### config.mk
export PLATFORM = sky130hd
export DESIGN_NAME = t16mc_timer
export DESIGN_NICKNAME = d
export VERILOG_FILES = /design/src/design/t16mc_pkg.sv /design/src/design/t16mc_clock_source.sv /design/src/design/t16mc_capture_filter.sv /design/src/design/t16mc_timer.sv
export VERILOG_INCLUDE_DIRS = /design/src /design/src/design
export SDC_FILE = /design/constraint.sdc
export NUM_CORES = 1
export LEC_CHECK = 0
export ABC_AREA = 0
export BUFFER_PORTS_ARGS = -buffer_cell sky130_fd_sc_hd__buf_2
export CAP_MARGIN = 20
export CORE_MARGIN = 10
export CORE_UTILIZATION = 60
export CTS_CLUSTER_SIZE = 10
export DETAILED_ROUTE_END_ITERATION = 7
export PLACE_DENSITY = 0.89
export SYNTH_ARGS = -nofsm -noshare
export SYNTH_HDL_FRONTEND = slang
export SYNTH_SLANG_ARGS = --single-unit
### constraint.sdc
create_clock -name ref_clk_i -period 8.7 [get_ports ref_clk_i]
set_clock_uncertainty 0.05 [all_clocks]
set_input_delay 0.87 -clock ref_clk_i [delete_from_list [all_inputs] [get_ports ref_clk_i]]
set_output_delay 0.87 -clock ref_clk_i [all_outputs]
set_load 0.1 [all_outputs]
### src/design/t16mc_map.svh
// Register indexes, field positions, reset values and counts of the timer mode block
`ifndef T16MC_MAP_SVH
`define T16MC_MAP_SVH

// Register indexes; byte address is four times the index
`define T16MC_IDX_W 10
`define T16MC_IDX_CTRL_A 10'h090
`define T16MC_IDX_CTRL_B 10'h091
`define T16MC_IDX_CTRL_C 10'h092
`define T16MC_IDX_COUNT 10'h094
`define T16MC_IDX_CAPTURE 10'h096
`define T16MC_IDX_CMP_A 10'h098
`define T16MC_IDX_CMP_B 10'h09a
`define T16MC_IDX_STATUS 10'h0a0
`define T16MC_IDX_MASK 10'h0a1

// Control register A fields
`define T16MC_A_COM_A_LSB 6
`define T16MC_A_COM_B_LSB 4
// Control register B fields
`define T16MC_B_FILT_BIT 7
`define T16MC_B_EDGE_BIT 6
`define T16MC_B_WAVE_LSB 3
`define T16MC_B_CS_LSB 0
// Control register C strobes
`define T16MC_C_FORCE_A_BIT 7
`define T16MC_C_FORCE_B_BIT 6

// Status and mask bit positions
`define T16MC_ST_OVF 0
`define T16MC_ST_CMP_A 1
`define T16MC_ST_CMP_B 2
`define T16MC_ST_CAP 3

// Fixed top values
`define T16MC_TOP_MAX 16'hffff
`define T16MC_TOP_8BIT 16'h00ff
`define T16MC_TOP_9BIT 16'h01ff
`define T16MC_TOP_10BIT 16'h03ff

// Reset values
`define T16MC_RST_CTRL 8'h00
`define T16MC_RST_WORD 16'h0000

// Counts
`define T16MC_FILT_SAMPLES 4
`define T16MC_PRESC_BITS 10

// Bus response codes
`define T16MC_RESP_OKAY 2'b00
`define T16MC_RESP_SLVERR 2'b10

`endif

### src/design/t16mc_pkg.sv
// Types shared by the timer mode, clock source and capture filter modules
`include "t16mc_map.svh"
package t16mc_pkg;

	// Waveform mode encoding
	typedef enum logic [3:0] {
		T16MC_NORMAL = 4'b0000, T16MC_PC8 = 4'b0001, T16MC_PC9 = 4'b0010,
		T16MC_PC10 = 4'b0011, T16MC_CTC_CMP = 4'b0100, T16MC_FAST8 = 4'b0101,
		T16MC_FAST9 = 4'b0110, T16MC_FAST10 = 4'b0111, T16MC_PFC_CAP = 4'b1000,
		T16MC_PFC_CMP = 4'b1001, T16MC_PC_CAP = 4'b1010, T16MC_PC_CMP = 4'b1011,
		T16MC_CTC_CAP = 4'b1100, T16MC_RESV = 4'b1101, T16MC_FAST_CAP = 4'b1110,
		T16MC_FAST_CMP = 4'b1111
	} t16mc_wave_t;

	// Counting style and compare update point
	typedef enum logic [1:0] {T16MC_NONPWM = 2'b00, T16MC_FAST = 2'b01, T16MC_DUAL = 2'b10}
		t16mc_cls_t;
	typedef enum logic [1:0] {T16MC_UPD_IMM = 2'b00, T16MC_UPD_BOT = 2'b01, T16MC_UPD_TOP = 2'b10}
		t16mc_upd_t;

	// Capture filter state
	typedef struct packed {
		logic [`T16MC_FILT_SAMPLES-1:0] hist;
		logic out;
	} t16mc_filt_t;

	// Clock source state
	typedef struct packed {
		logic [`T16MC_PRESC_BITS-1:0] presc;
		logic ext_meta;
		logic ext_sync;
		logic ext_prev;
		logic tick;
	} t16mc_clk_t;

	// Timer block state
	typedef struct packed {
		logic aw_got;
		logic [`T16MC_IDX_W-1:0] aw_idx;
		logic w_got;
		logic [15:0] w_data;
		logic [1:0] w_strb;
		logic bvalid;
		logic [1:0] bresp;
		logic rvalid;
		logic [1:0] rresp;
		logic [15:0] rdata;
		logic [1:0][1:0] com;
		t16mc_wave_t wave;
		logic filt_en;
		logic edge_sel;
		logic [2:0] cs;
		logic [15:0] cnt;
		logic down;
		logic [15:0] icr;
		logic [1:0][15:0] cmp_buf;
		logic [1:0][15:0] cmp_act;
		logic [1:0] oc;
		logic cap_prev;
		logic [3:0] status;
		logic [3:0] mask;
	} t16mc_state_t;

endpackage

### src/design/t16mc_clock_source.sv
// Count clock selection: shared prescaler, external pin synchroniser and tick mux
`timescale 1ns/1ps
`include "t16mc_map.svh"
module t16mc_clock_source (
	// Clock and reset
	input wire logic ref_clk_i,
	input wire logic rst_i,
	// Selection and pin
	input wire logic [2:0] cs_i,
	input wire logic ext_clk_pin_i,
	// Count enable
	output logic tick_o
);
	import t16mc_pkg::*;

	t16mc_clk_t s;
	t16mc_clk_t next_s;

	// Prescaler runs free; taps are one-cycle pulses at its roll points
	always_comb begin
		next_s = s;
		next_s.presc = s.presc + 1'b1;
		next_s.ext_meta = ext_clk_pin_i;
		next_s.ext_sync = s.ext_meta;
		next_s.ext_prev = s.ext_sync;
		case (cs_i)
			3'h0: next_s.tick = 1'b0;
			3'h1: next_s.tick = 1'b1;
			3'h2: next_s.tick = &s.presc[2:0];
			3'h3: next_s.tick = &s.presc[5:0];
			3'h4: next_s.tick = &s.presc[7:0];
			3'h5: next_s.tick = &s.presc[9:0];
			3'h6: next_s.tick = s.ext_prev & ~s.ext_sync;
			3'h7: next_s.tick = ~s.ext_prev & s.ext_sync;
			default: next_s.tick = 1'b0;
		endcase
	end

	// State register
	always_ff @(posedge ref_clk_i or posedge rst_i) begin
		if (rst_i) begin
			s <= '0;
		end else begin
			s <= next_s;
		end
	end

	assign tick_o = s.tick;
endmodule

### src/design/t16mc_capture_filter.sv
// Capture pin noise filter: output follows only after a run of equal samples
`timescale 1ns/1ps
`include "t16mc_map.svh"
module t16mc_capture_filter (
	// Clock and reset
	input wire logic ref_clk_i,
	input wire logic rst_i,
	// Pin and enable
	input wire logic pin_i,
	input wire logic en_i,
	// Filtered level
	output logic level_o
);
	import t16mc_pkg::*;

	t16mc_filt_t s;
	t16mc_filt_t next_s;

	// Shift in a sample each cycle; change only on a full run
	always_comb begin
		next_s = s;
		next_s.hist = {s.hist[`T16MC_FILT_SAMPLES-2:0], pin_i};
		if (!en_i) begin
			next_s.out = pin_i;
		end else if (&next_s.hist) begin
			next_s.out = 1'b1;
		end else if (~|next_s.hist) begin
			next_s.out = 1'b0;
		end
	end

	// State register
	always_ff @(posedge ref_clk_i or posedge rst_i) begin
		if (rst_i) begin
			s <= '0;
		end else begin
			s <= next_s;
		end
	end

	assign level_o = s.out;
endmodule

### src/design/t16mc_timer.sv
// Timer mode, clock select and input capture control with AXI4-Lite registers
//
// Register access over AXI4-Lite was decided locally.
`timescale 1ns/1ps
`include "t16mc_map.svh"
module t16mc_timer #(
	parameter int ADDR_W = 12
) (
	// Clock and reset
	input wire logic ref_clk_i,
	input wire logic rst_i,
	// AXI4-Lite write address and data
	input wire logic s_axi_awvalid_i,
	output logic s_axi_awready_o,
	input wire logic [ADDR_W-1:0] s_axi_awaddr_i,
	input wire logic [2:0] s_axi_awprot_i,
	input wire logic s_axi_wvalid_i,
	output logic s_axi_wready_o,
	input wire logic [31:0] s_axi_wdata_i,
	input wire logic [3:0] s_axi_wstrb_i,
	// AXI4-Lite write response
	output logic s_axi_bvalid_o,
	input wire logic s_axi_bready_i,
	output logic [1:0] s_axi_bresp_o,
	// AXI4-Lite read
	input wire logic s_axi_arvalid_i,
	output logic s_axi_arready_o,
	input wire logic [ADDR_W-1:0] s_axi_araddr_i,
	input wire logic [2:0] s_axi_arprot_i,
	output logic s_axi_rvalid_o,
	input wire logic s_axi_rready_i,
	output logic [31:0] s_axi_rdata_o,
	output logic [1:0] s_axi_rresp_o,
	// Pins
	input wire logic capture_input_pin_i,
	input wire logic external_count_clock_pin_i,
	output logic [1:0] wave_out_o,
	output logic [1:0] wave_out_en_o,
	// Interrupt
	output logic irq_o
);
	import t16mc_pkg::*;

	t16mc_state_t s;
	t16mc_state_t next_s;
	logic tick;
	logic cap_level;
	logic [1:0] match;
	logic [15:0] top;
	t16mc_cls_t cls;
	t16mc_upd_t upd;
	logic cap_is_top;

	// Byte-lane merge for the 16-bit registers
	function automatic logic [15:0] merge16(input logic [15:0] old, input logic [15:0] d,
		input logic [1:0] be);
		merge16 = {be[1] ? d[15:8] : old[15:8], be[0] ? d[7:0] : old[7:0]};
	endfunction

	// Count enable from the selected source
	t16mc_clock_source u_clk (
		.ref_clk_i(ref_clk_i),
		.rst_i(rst_i),
		.cs_i(s.cs),
		.ext_clk_pin_i(external_count_clock_pin_i),
		.tick_o(tick)
	);

	// Capture pin conditioning
	t16mc_capture_filter u_filt (
		.ref_clk_i(ref_clk_i),
		.rst_i(rst_i),
		.pin_i(capture_input_pin_i),
		.en_i(s.filt_en),
		.level_o(cap_level)
	);

	// Mode decode: top source, counting style and update point
	always_comb begin
		top = `T16MC_TOP_MAX;
		cls = T16MC_NONPWM;
		upd = T16MC_UPD_IMM;
		cap_is_top = 1'b0;
		case (s.wave)
			T16MC_NORMAL: top = `T16MC_TOP_MAX;
			T16MC_PC8: begin
				top = `T16MC_TOP_8BIT;
				cls = T16MC_DUAL;
				upd = T16MC_UPD_TOP;
			end
			T16MC_PC9: begin
				top = `T16MC_TOP_9BIT;
				cls = T16MC_DUAL;
				upd = T16MC_UPD_TOP;
			end
			T16MC_PC10: begin
				top = `T16MC_TOP_10BIT;
				cls = T16MC_DUAL;
				upd = T16MC_UPD_TOP;
			end
			T16MC_CTC_CMP: top = s.cmp_act[0];
			T16MC_FAST8: begin
				top = `T16MC_TOP_8BIT;
				cls = T16MC_FAST;
				upd = T16MC_UPD_BOT;
			end
			T16MC_FAST9: begin
				top = `T16MC_TOP_9BIT;
				cls = T16MC_FAST;
				upd = T16MC_UPD_BOT;
			end
			T16MC_FAST10: begin
				top = `T16MC_TOP_10BIT;
				cls = T16MC_FAST;
				upd = T16MC_UPD_BOT;
			end
			T16MC_PFC_CAP: begin
				top = s.icr;
				cls = T16MC_DUAL;
				upd = T16MC_UPD_BOT;
				cap_is_top = 1'b1;
			end
			T16MC_PFC_CMP: begin
				top = s.cmp_act[0];
				cls = T16MC_DUAL;
				upd = T16MC_UPD_BOT;
			end
			T16MC_PC_CAP: begin
				top = s.icr;
				cls = T16MC_DUAL;
				upd = T16MC_UPD_TOP;
				cap_is_top = 1'b1;
			end
			T16MC_PC_CMP: begin
				top = s.cmp_act[0];
				cls = T16MC_DUAL;
				upd = T16MC_UPD_TOP;
			end
			T16MC_CTC_CAP: begin
				top = s.icr;
				cap_is_top = 1'b1;
			end
			T16MC_FAST_CAP: begin
				top = s.icr;
				cls = T16MC_FAST;
				upd = T16MC_UPD_BOT;
				cap_is_top = 1'b1;
			end
			T16MC_FAST_CMP: begin
				top = s.cmp_act[0];
				cls = T16MC_FAST;
				upd = T16MC_UPD_BOT;
			end
			// Reserved code runs as normal mode; software must avoid it
			default: top = `T16MC_TOP_MAX;
		endcase
	end

	// Compare match per channel on a counting edge
	for (genvar i = 0; i < 2; i++) begin : g_match
		assign match[i] = tick && (s.cnt == s.cmp_act[i]);
	end

	// Next state: counter, waveform, capture, flags and bus
	always_comb begin
		logic at_top;
		logic at_bot;
		logic wrap;
		logic upd_now;
		logic cap_edge;
		logic wr_cmd;
		logic [1:0] force_cmp;
		logic [3:0] st_set;
		logic [3:0] st_clr;
		next_s = s;
		at_top = (s.cnt == top);
		at_bot = (s.cnt == 16'h0000);
		wrap = 1'b0;
		upd_now = 1'b0;
		st_set = 4'h0;
		st_clr = 4'h0;
		wr_cmd = s.aw_got && s.w_got && !s.bvalid;
		force_cmp = 2'b00;
		cap_edge = s.edge_sel ? (cap_level & ~s.cap_prev) : (~cap_level & s.cap_prev);
		// Strobes only act in non-PWM modes and never touch the counter
		if (wr_cmd && s.aw_idx == `T16MC_IDX_CTRL_C && s.w_strb[0] && cls == T16MC_NONPWM) begin
			force_cmp[0] = s.w_data[`T16MC_C_FORCE_A_BIT];
			force_cmp[1] = s.w_data[`T16MC_C_FORCE_B_BIT];
		end

		// Counting sequence
		if (cls != T16MC_DUAL) begin
			next_s.down = 1'b0;
		end
		if (tick) begin
			if (cls == T16MC_DUAL) begin
				if (!s.down) begin
					next_s.cnt = at_top ? s.cnt - 16'h0001 : s.cnt + 16'h0001;
					next_s.down = at_top;
					upd_now = at_top && (upd == T16MC_UPD_TOP);
				end else begin
					next_s.cnt = at_bot ? s.cnt + 16'h0001 : s.cnt - 16'h0001;
					next_s.down = !at_bot;
					upd_now = at_bot && (upd == T16MC_UPD_BOT);
					st_set[`T16MC_ST_OVF] = at_bot;
				end
			end else begin
				wrap = at_top;
				next_s.cnt = at_top ? 16'h0000 : s.cnt + 16'h0001;
				upd_now = at_top && (upd == T16MC_UPD_BOT);
				if (cls == T16MC_FAST) begin
					st_set[`T16MC_ST_OVF] = at_top;
				end else begin
					st_set[`T16MC_ST_OVF] = (s.cnt == `T16MC_TOP_MAX);
				end
			end
			// With capture as top, the capture flag marks reaching top
			st_set[`T16MC_ST_CAP] = cap_is_top && at_top && !s.down;
		end
		st_set[`T16MC_ST_CMP_A] = match[0];
		st_set[`T16MC_ST_CMP_B] = match[1];

		// Compare update point: immediate follows the buffer each cycle
		if (upd == T16MC_UPD_IMM || upd_now) begin
			next_s.cmp_act = s.cmp_buf;
		end

		// Waveform outputs per channel
		for (int i = 0; i < 2; i++) begin
			if (cls == T16MC_NONPWM) begin
				if (match[i] || force_cmp[i]) begin
					case (s.com[i])
						2'b01: next_s.oc[i] = ~s.oc[i];
						2'b10: next_s.oc[i] = 1'b0;
						2'b11: next_s.oc[i] = 1'b1;
						default: next_s.oc[i] = s.oc[i];
					endcase
				end
			end else if (s.com[i][1]) begin
				if (cls == T16MC_FAST && wrap) begin
					next_s.oc[i] = ~s.com[i][0];
				end else if (match[i]) begin
					next_s.oc[i] = s.down ? ~s.com[i][0] : s.com[i][0];
				end
			end else if (s.com[i][0] && i == 0 && match[i] && (s.wave == T16MC_FAST_CAP
				|| s.wave == T16MC_FAST_CMP || s.wave == T16MC_PFC_CMP
				|| s.wave == T16MC_PC_CMP)) begin
				next_s.oc[i] = ~s.oc[i];
			end
		end

		// Pin capture on the selected edge, off while capture is top
		next_s.cap_prev = cap_level;
		if (cap_edge && !cap_is_top) begin
			next_s.icr = s.cnt;
			st_set[`T16MC_ST_CAP] = 1'b1;
		end

		// Bus address and data acceptance, either order
		if (s_axi_awvalid_i && s_axi_awready_o) begin
			next_s.aw_got = 1'b1;
			next_s.aw_idx = s_axi_awaddr_i[`T16MC_IDX_W+1:2];
		end
		if (s_axi_wvalid_i && s_axi_wready_o) begin
			next_s.w_got = 1'b1;
			next_s.w_data = s_axi_wdata_i[15:0];
			next_s.w_strb = s_axi_wstrb_i[1:0];
		end
		if (s.bvalid && s_axi_bready_i) begin
			next_s.bvalid = 1'b0;
		end

		// Register write; software writes override the counter this cycle
		if (wr_cmd) begin
			next_s.aw_got = 1'b0;
			next_s.w_got = 1'b0;
			next_s.bvalid = 1'b1;
			next_s.bresp = `T16MC_RESP_OKAY;
			case (s.aw_idx)
				`T16MC_IDX_CTRL_A: if (s.w_strb[0]) begin
					next_s.com[0] = s.w_data[`T16MC_A_COM_A_LSB +: 2];
					next_s.com[1] = s.w_data[`T16MC_A_COM_B_LSB +: 2];
					next_s.wave[1:0] = s.w_data[1:0];
				end
				`T16MC_IDX_CTRL_B: if (s.w_strb[0]) begin
					next_s.filt_en = s.w_data[`T16MC_B_FILT_BIT];
					next_s.edge_sel = s.w_data[`T16MC_B_EDGE_BIT];
					next_s.wave[3:2] = s.w_data[`T16MC_B_WAVE_LSB +: 2];
					next_s.cs = s.w_data[`T16MC_B_CS_LSB +: 3];
				end
				`T16MC_IDX_CTRL_C: next_s.bresp = `T16MC_RESP_OKAY;
				`T16MC_IDX_COUNT: next_s.cnt = merge16(s.cnt, s.w_data, s.w_strb);
				`T16MC_IDX_CAPTURE: next_s.icr = merge16(s.icr, s.w_data, s.w_strb);
				`T16MC_IDX_CMP_A: next_s.cmp_buf[0] = merge16(s.cmp_buf[0], s.w_data, s.w_strb);
				`T16MC_IDX_CMP_B: next_s.cmp_buf[1] = merge16(s.cmp_buf[1], s.w_data, s.w_strb);
				`T16MC_IDX_MASK: if (s.w_strb[0]) begin
					next_s.mask = s.w_data[3:0];
				end
				default: next_s.bresp = `T16MC_RESP_SLVERR;
			endcase
		end

		// Register read; answer one cycle after the address is taken
		if (s.rvalid && s_axi_rready_i) begin
			next_s.rvalid = 1'b0;
		end
		if (s_axi_arvalid_i && s_axi_arready_o) begin
			next_s.rvalid = 1'b1;
			next_s.rresp = `T16MC_RESP_OKAY;
			case (s_axi_araddr_i[`T16MC_IDX_W+1:2])
				`T16MC_IDX_CTRL_A: next_s.rdata = {8'h00, s.com[0], s.com[1], 2'b00, s.wave[1:0]};
				`T16MC_IDX_CTRL_B: next_s.rdata = {8'h00, s.filt_en, s.edge_sel, 1'b0,
					s.wave[3:2], s.cs};
				`T16MC_IDX_CTRL_C: next_s.rdata = 16'h0000;
				`T16MC_IDX_COUNT: next_s.rdata = s.cnt;
				`T16MC_IDX_CAPTURE: next_s.rdata = s.icr;
				`T16MC_IDX_CMP_A: next_s.rdata = s.cmp_buf[0];
				`T16MC_IDX_CMP_B: next_s.rdata = s.cmp_buf[1];
				`T16MC_IDX_STATUS: begin
					next_s.rdata = {12'h000, s.status};
					st_clr = 4'hf;
				end
				`T16MC_IDX_MASK: next_s.rdata = {12'h000, s.mask};
				default: begin
					next_s.rdata = 16'h0000;
					next_s.rresp = `T16MC_RESP_SLVERR;
				end
			endcase
		end

		// Sticky flags: a new event wins over the read clear
		next_s.status = (s.status & ~st_clr) | st_set;
	end

	// State register
	always_ff @(posedge ref_clk_i or posedge rst_i) begin
		if (rst_i) begin
			s <= '0;
		end else begin
			s <= next_s;
		end
	end

	// Ready while the holding slot is free; one write and one read at a time
	assign s_axi_awready_o = !s.aw_got && !s.bvalid;
	assign s_axi_wready_o = !s.w_got && !s.bvalid;
	assign s_axi_arready_o = !s.rvalid;
	assign s_axi_bvalid_o = s.bvalid;
	assign s_axi_bresp_o = s.bresp;
	assign s_axi_rvalid_o = s.rvalid;
	assign s_axi_rdata_o = {16'h0000, s.rdata};
	assign s_axi_rresp_o = s.rresp;

	// Pins and interrupt
	assign wave_out_o = s.oc;
	assign wave_out_en_o = {|s.com[1], |s.com[0]};
	assign irq_o = |(s.status & s.mask);
endmodule

# Word-level counts from Yosys, hierarchy flattened
# Cells that the tools add are included.
# op_classes
addsub,3
n_eq_ne,63
muxes,70
bitwise,16
n_reduce_logical,76
# ops
op,n
== test 10 x 8 -> 1 bit (second input constant),17
2-to-1 mux 16 bit,10
case mux 16 bit (8 select lines),1
case mux 16 bit (5 select lines),1
== test 16 bit,3
2-to-1 mux 48 bit,1
2-to-1 mux 8 bit,6
2-to-1 mux 19 bit,2
2-to-1 mux 1 bit,35
2-to-1 mux 17 bit,2
== test 4 bit (second input constant),7
AND reduction 3 bit,8
logical AND 1 bit,23
adder 16 x 1 -> 16 bit (second input constant),1
== test 16 bit (second input constant),1
== test 4 x 3 -> 1 bit (second input constant),4
zero test 16 bit,1
OR reduction 4 bit,4
subtractor 16 x 1 -> 16 bit (second input constant),1
OR reduction 7 bit,2
== test 2 bit (second input constant),6
== test 3 bit (second input constant),4
!= test 3 bit (second input constant),4
!= test 4 x 1 -> 1 bit (second input constant),3
35 further kinds,81
# word_totals
ff_bits,191
output_inout_bits,46
wordCells,268

# Logic depth before layout (Yosys ltp)
# depth
depth_word,10
depth_mapped,13

# Hierarchy
# A second synthesis with hierarchy kept.
# unflattened
cells_unflattened,1075
hier_area_um2,10717.8
# by_module_without_submodules
mod,instances,cells_per_inst,area_per_inst_um2
t16mc_timer,1,1017,10009.6
t16mc_clock_source,1,48,575.6
t16mc_capture_filter,1,10,132.6

# Worst setup path before layout
# OpenSTA, ideal clock, no wires.
# synth_path
kind,register to register
start,register s (netlist bit s_axi_bvalid_o)
end,register s[143] (netlist name)
t_arrival_ps,3180
required_time_ps,8525
path_slack_ps,5345
path_stages_with_launch,5
period_less_slack_ps,3355
path_cell_list,dfrtp_1 > nor2_1 > and2_1 > clkbuf_1 > mux2_2
# synth_via
elab_chain_len,3
# synth_lines
item,line,text
start: declaration,t16mc_timer.sv:44,t16mc_state_t s;
start signal: assignment,t16mc_timer.sv:340,s <= next_s;
zero test 1 bit,t16mc_timer.sv:346,assign s_axi_wready_o = !s.w_got && !s.bvalid;
logical AND 1 bit,t16mc_timer.sv:346,
via s_axi_wready_o,t16mc_timer.sv:18,"output logic s_axi_wready_o,"
logical AND 1 bit,t16mc_timer.sv:264,if (s_axi_wvalid_i && s_axi_wready_o) begin
# The timed path passes the listed nets, and every way through them passes these cells.
# A chain may end at the register's enable or synchronous reset.

# Worst setup path in the final report
# layout_path
start,register s[92] (netlist name)
end,register s[26] (netlist name)
# layout_via
elab_chain_len,6
word_cells_on_any_way,9
cone_classes,1 x eq/ne; 3 x mux; 5 x reduce/logical
# layout_lines
item,line,text
== test 16 bit / zero test 16 bit (equally long branches),"t16mc_timer.sv:176, t16mc_timer.sv:177",
logical AND 1 bit (on tied branches),"t16mc_timer.sv:200, t16mc_timer.sv:204",
2-to-1 mux 1 bit,t16mc_timer.sv:197,if (!s.down) begin
2-to-1 mux 1 bit (*),t16mc_timer.sv:196,if (cls == T16MC_DUAL) begin
2-to-1 mux 1 bit (*),t16mc_timer.sv:195,if (tick) begin
logical OR 1 bit (*),t16mc_timer.sv:224,if (upd == T16MC_UPD_IMM || upd_now) begin
# Every way passes the cells marked *; elsewhere a longest branch is shown, timed or not.

==> metrics <==
CTS tree=yes; Slew headroom=35.0%; FFs w/ async S/R, synth=100%; Mapped Cells=1033; vias in the first global route=8501; Final Total Pwr=2.74 mW; outcome=finished, final reports clean; RSZ-0062 raised after global routing=false; Worst Max-Slew Pin Slew=0.971 ns; worst min path class=flop to flop; Die Width=154 µm; worst skew pair latency=0.45 ns; Yosys reg bits=189; Critical Path Start Type=flop; commonest non-fill, non-tap cell in the layout=dfrtp_1; max-slew violation count=0; maximum level of the CTS H-tree=4; fin crit share=43.3%; Residual DRC=0; root buffer cell=clkbuf_16; CP Data Arrival Time=4.05 ns; main flop type after synthesis=dfrtp_1; largest net degree at the start of global routing=140; Post-synth EDFFs=0; Mapped Area=10700 µm²; # diodes=0; Max-cap violations=0; WP data required=8.98 ns; setup_tns=0 ns; DR iter-0 viols=1088; Sink Count=189; nets=1131; core area=17400 µm²; Peak Freq=0.265 GHz; Max rail drop VDD=0.246 mV; total global-route track usage=24.3%; ANT nets after route=0; most frequent cells in the layout=dfrtp_1, nor2_1, mux2_2, buf_2, nand2_1; Critical Path Sink Type=flop; vias after detailed routing=8574; drt total wl=29.5 mm; clock-pin slew on the worst setup and hold paths=0.08 ns; die area=23600 µm²; hold slack=0.314 ns; 1st-pass router iterations=6; CTS Hold Bufs=0; Unique masters post-synth=84; first-pass GRT wire length=46.5 mm; final setup vio count=0; Routability Congestion=0.980; Fin. Hold Viols=0; Die H=154 µm; CTS Buf Count=17; io pins=121; grt total ovfl=0; Area growth syn-to-layout=7.28%; P per Cell Area=238 nW/µm²; layout cells sized above 1=22.6%; Placement Setup Slack=5.06 ns; Synth Warn #=0; setup bufs post-CTS=0; crit-path max FO=32; number of antenna violations at the first check in global routing=0; Starting Density=61.6%; PnR worst setup slack=4.93 ns; Port-buffer cells=74; synthesized area per cell=10.4 µm²; Seq/Total Area, Yosys=44.1%; CTS Buffer Depth=2; crit path kind=flop to flop; post-cts repair resize count=0; leak pwr=5.13 nW; Vias/cell=6.67; Final min period=3.77 ns; DR WL/cell=22.9 µm; DP HPWL=20.6 mm; num rows=48
flip-flops by register name, summed over array words and instances (netlist names), 2 cells and up:
register       cells
s_axi_rdata_o     16
u_clk.s           11
s                149
u_filt.next_s      3
wave_out_o         2
u_clk.next_s       2
through the flow:
stage	std cells	cell area, µm²	utilization [%]
after floorplan	1050	10800	-
after global placement	1254	10900	62.7
after detailed placement	1254	10900	62.7
after CTS	1286	11500	66.1
after global routing	1286	11500	66.1
final	1286	11500	66.1
critical path: stages (launching register included):
cell,delay [ns]
dfrtp_1,0.59
inv_2,0.24
ha_1,0.24
nor3b_1,0.34
nand2_1,0.11
or2_2,0.34
nor2_1,0.24
nand4b_1,0.31
o32ai_2,0.37
a21oi_4,0.09
buf_4,0.32
mux2_1,0.40
report_power, final:
part | leakage, nW | switching, mW | internal (mW) | total (mW)
Sequential | 2.48 | 0.244 | 0.996 | 1.24
Clock | 0.279 | 0.392 | 0.391 | 0.783
Combinational | 2.37 | 0.446 | 0.268 | 0.714
layer usage:
metal | vias up | track usage (%) | routed length, µm
li1 | 3736 | - | -
met1 | 4213 | 31.4 | 11500
met2 | 522 | 38.4 | 13800
met3 | 103 | 5.91 | 2970
met4 | 0 | 10.1 | 1140
met5 | - | 0 | 0
final timing paths:
kind | slack (ns) | cells after the start | from | end
hold / removal | 0.31 | 0 | u_clk.next_s[2] | u_clk.next_s[1]
min in group asynchronous | 0.52 | 2 | rst_i | s_axi_bvalid_o
setup / recovery | 4.93 | 11 | s[92] | s[26]
hold reg to reg | 0.31 | 0 | u_clk.next_s[2] | u_clk.next_s[1]
max in group asynchronous | 6.75 | 3 | rst_i | s[35]
setup reg to reg | 4.93 | 11 | s[92] | s[26]
area by class of cell:
class / count / area, µm²
Clock buffer: 18 / 439
Clock inverter: 14 / 149
Tap cell: 225 / 282
Inverter: 20 / 82.6
Fill cell: 1316 / 5910
Timing Repair Buffer: 78 / 400
Multi-Input combinational cell: 742 / 5430
Sequential cell: 189 / 4730
cells in the mapped netlist (6+ instances only):
library cell,instances,area share (%)
xor2_1,22,1.8
buf_1,8,0.28
o21ai_0,40,1.9
nor2b_1,7,0.41
nor2_1,87,3.0
nand2b_1,8,0.47
or3_1,6,0.35
nand2_1,72,2.5
o21a_1,7,0.49
nand4_1,11,0.64
buf_4,41,2.9
dfrtp_1,189,44
mux2_4,30,4.2
inv_1,18,0.63
a221oi_1,18,1.5
o21ai_1,6,0.28
nand3b_1,7,0.49
xnor2_1,47,3.8
a21oi_1,28,1.3
mux2_2,74,7.8
a22oi_1,10,0.70
and2_1,11,0.64
clkbuf_1,41,1.4
a22o_1,13,1.1
and3_1,7,0.41
ha_1,8,0.93
nand3_1,38,1.8
nor4_1,7,0.41
o22ai_1,39,2.3
mux2i_1,28,2.6
cell families (layout without fill, tap and decap cells):
group           after synthesis  after routing  synth area share (%)
compound gates              212            212                  13.8
flops                       189            189                  44.1
simple gates                300            300                  14.5
other cells                   1             18                0.0350
fa+ha+maj                     8              8                 0.933
mux                         135            135                  15.0
buf+inv                     119            130                  6.00
xor+xnor                     69             69                  5.63
No activity file was read; power rests on OpenSTA's default activity.
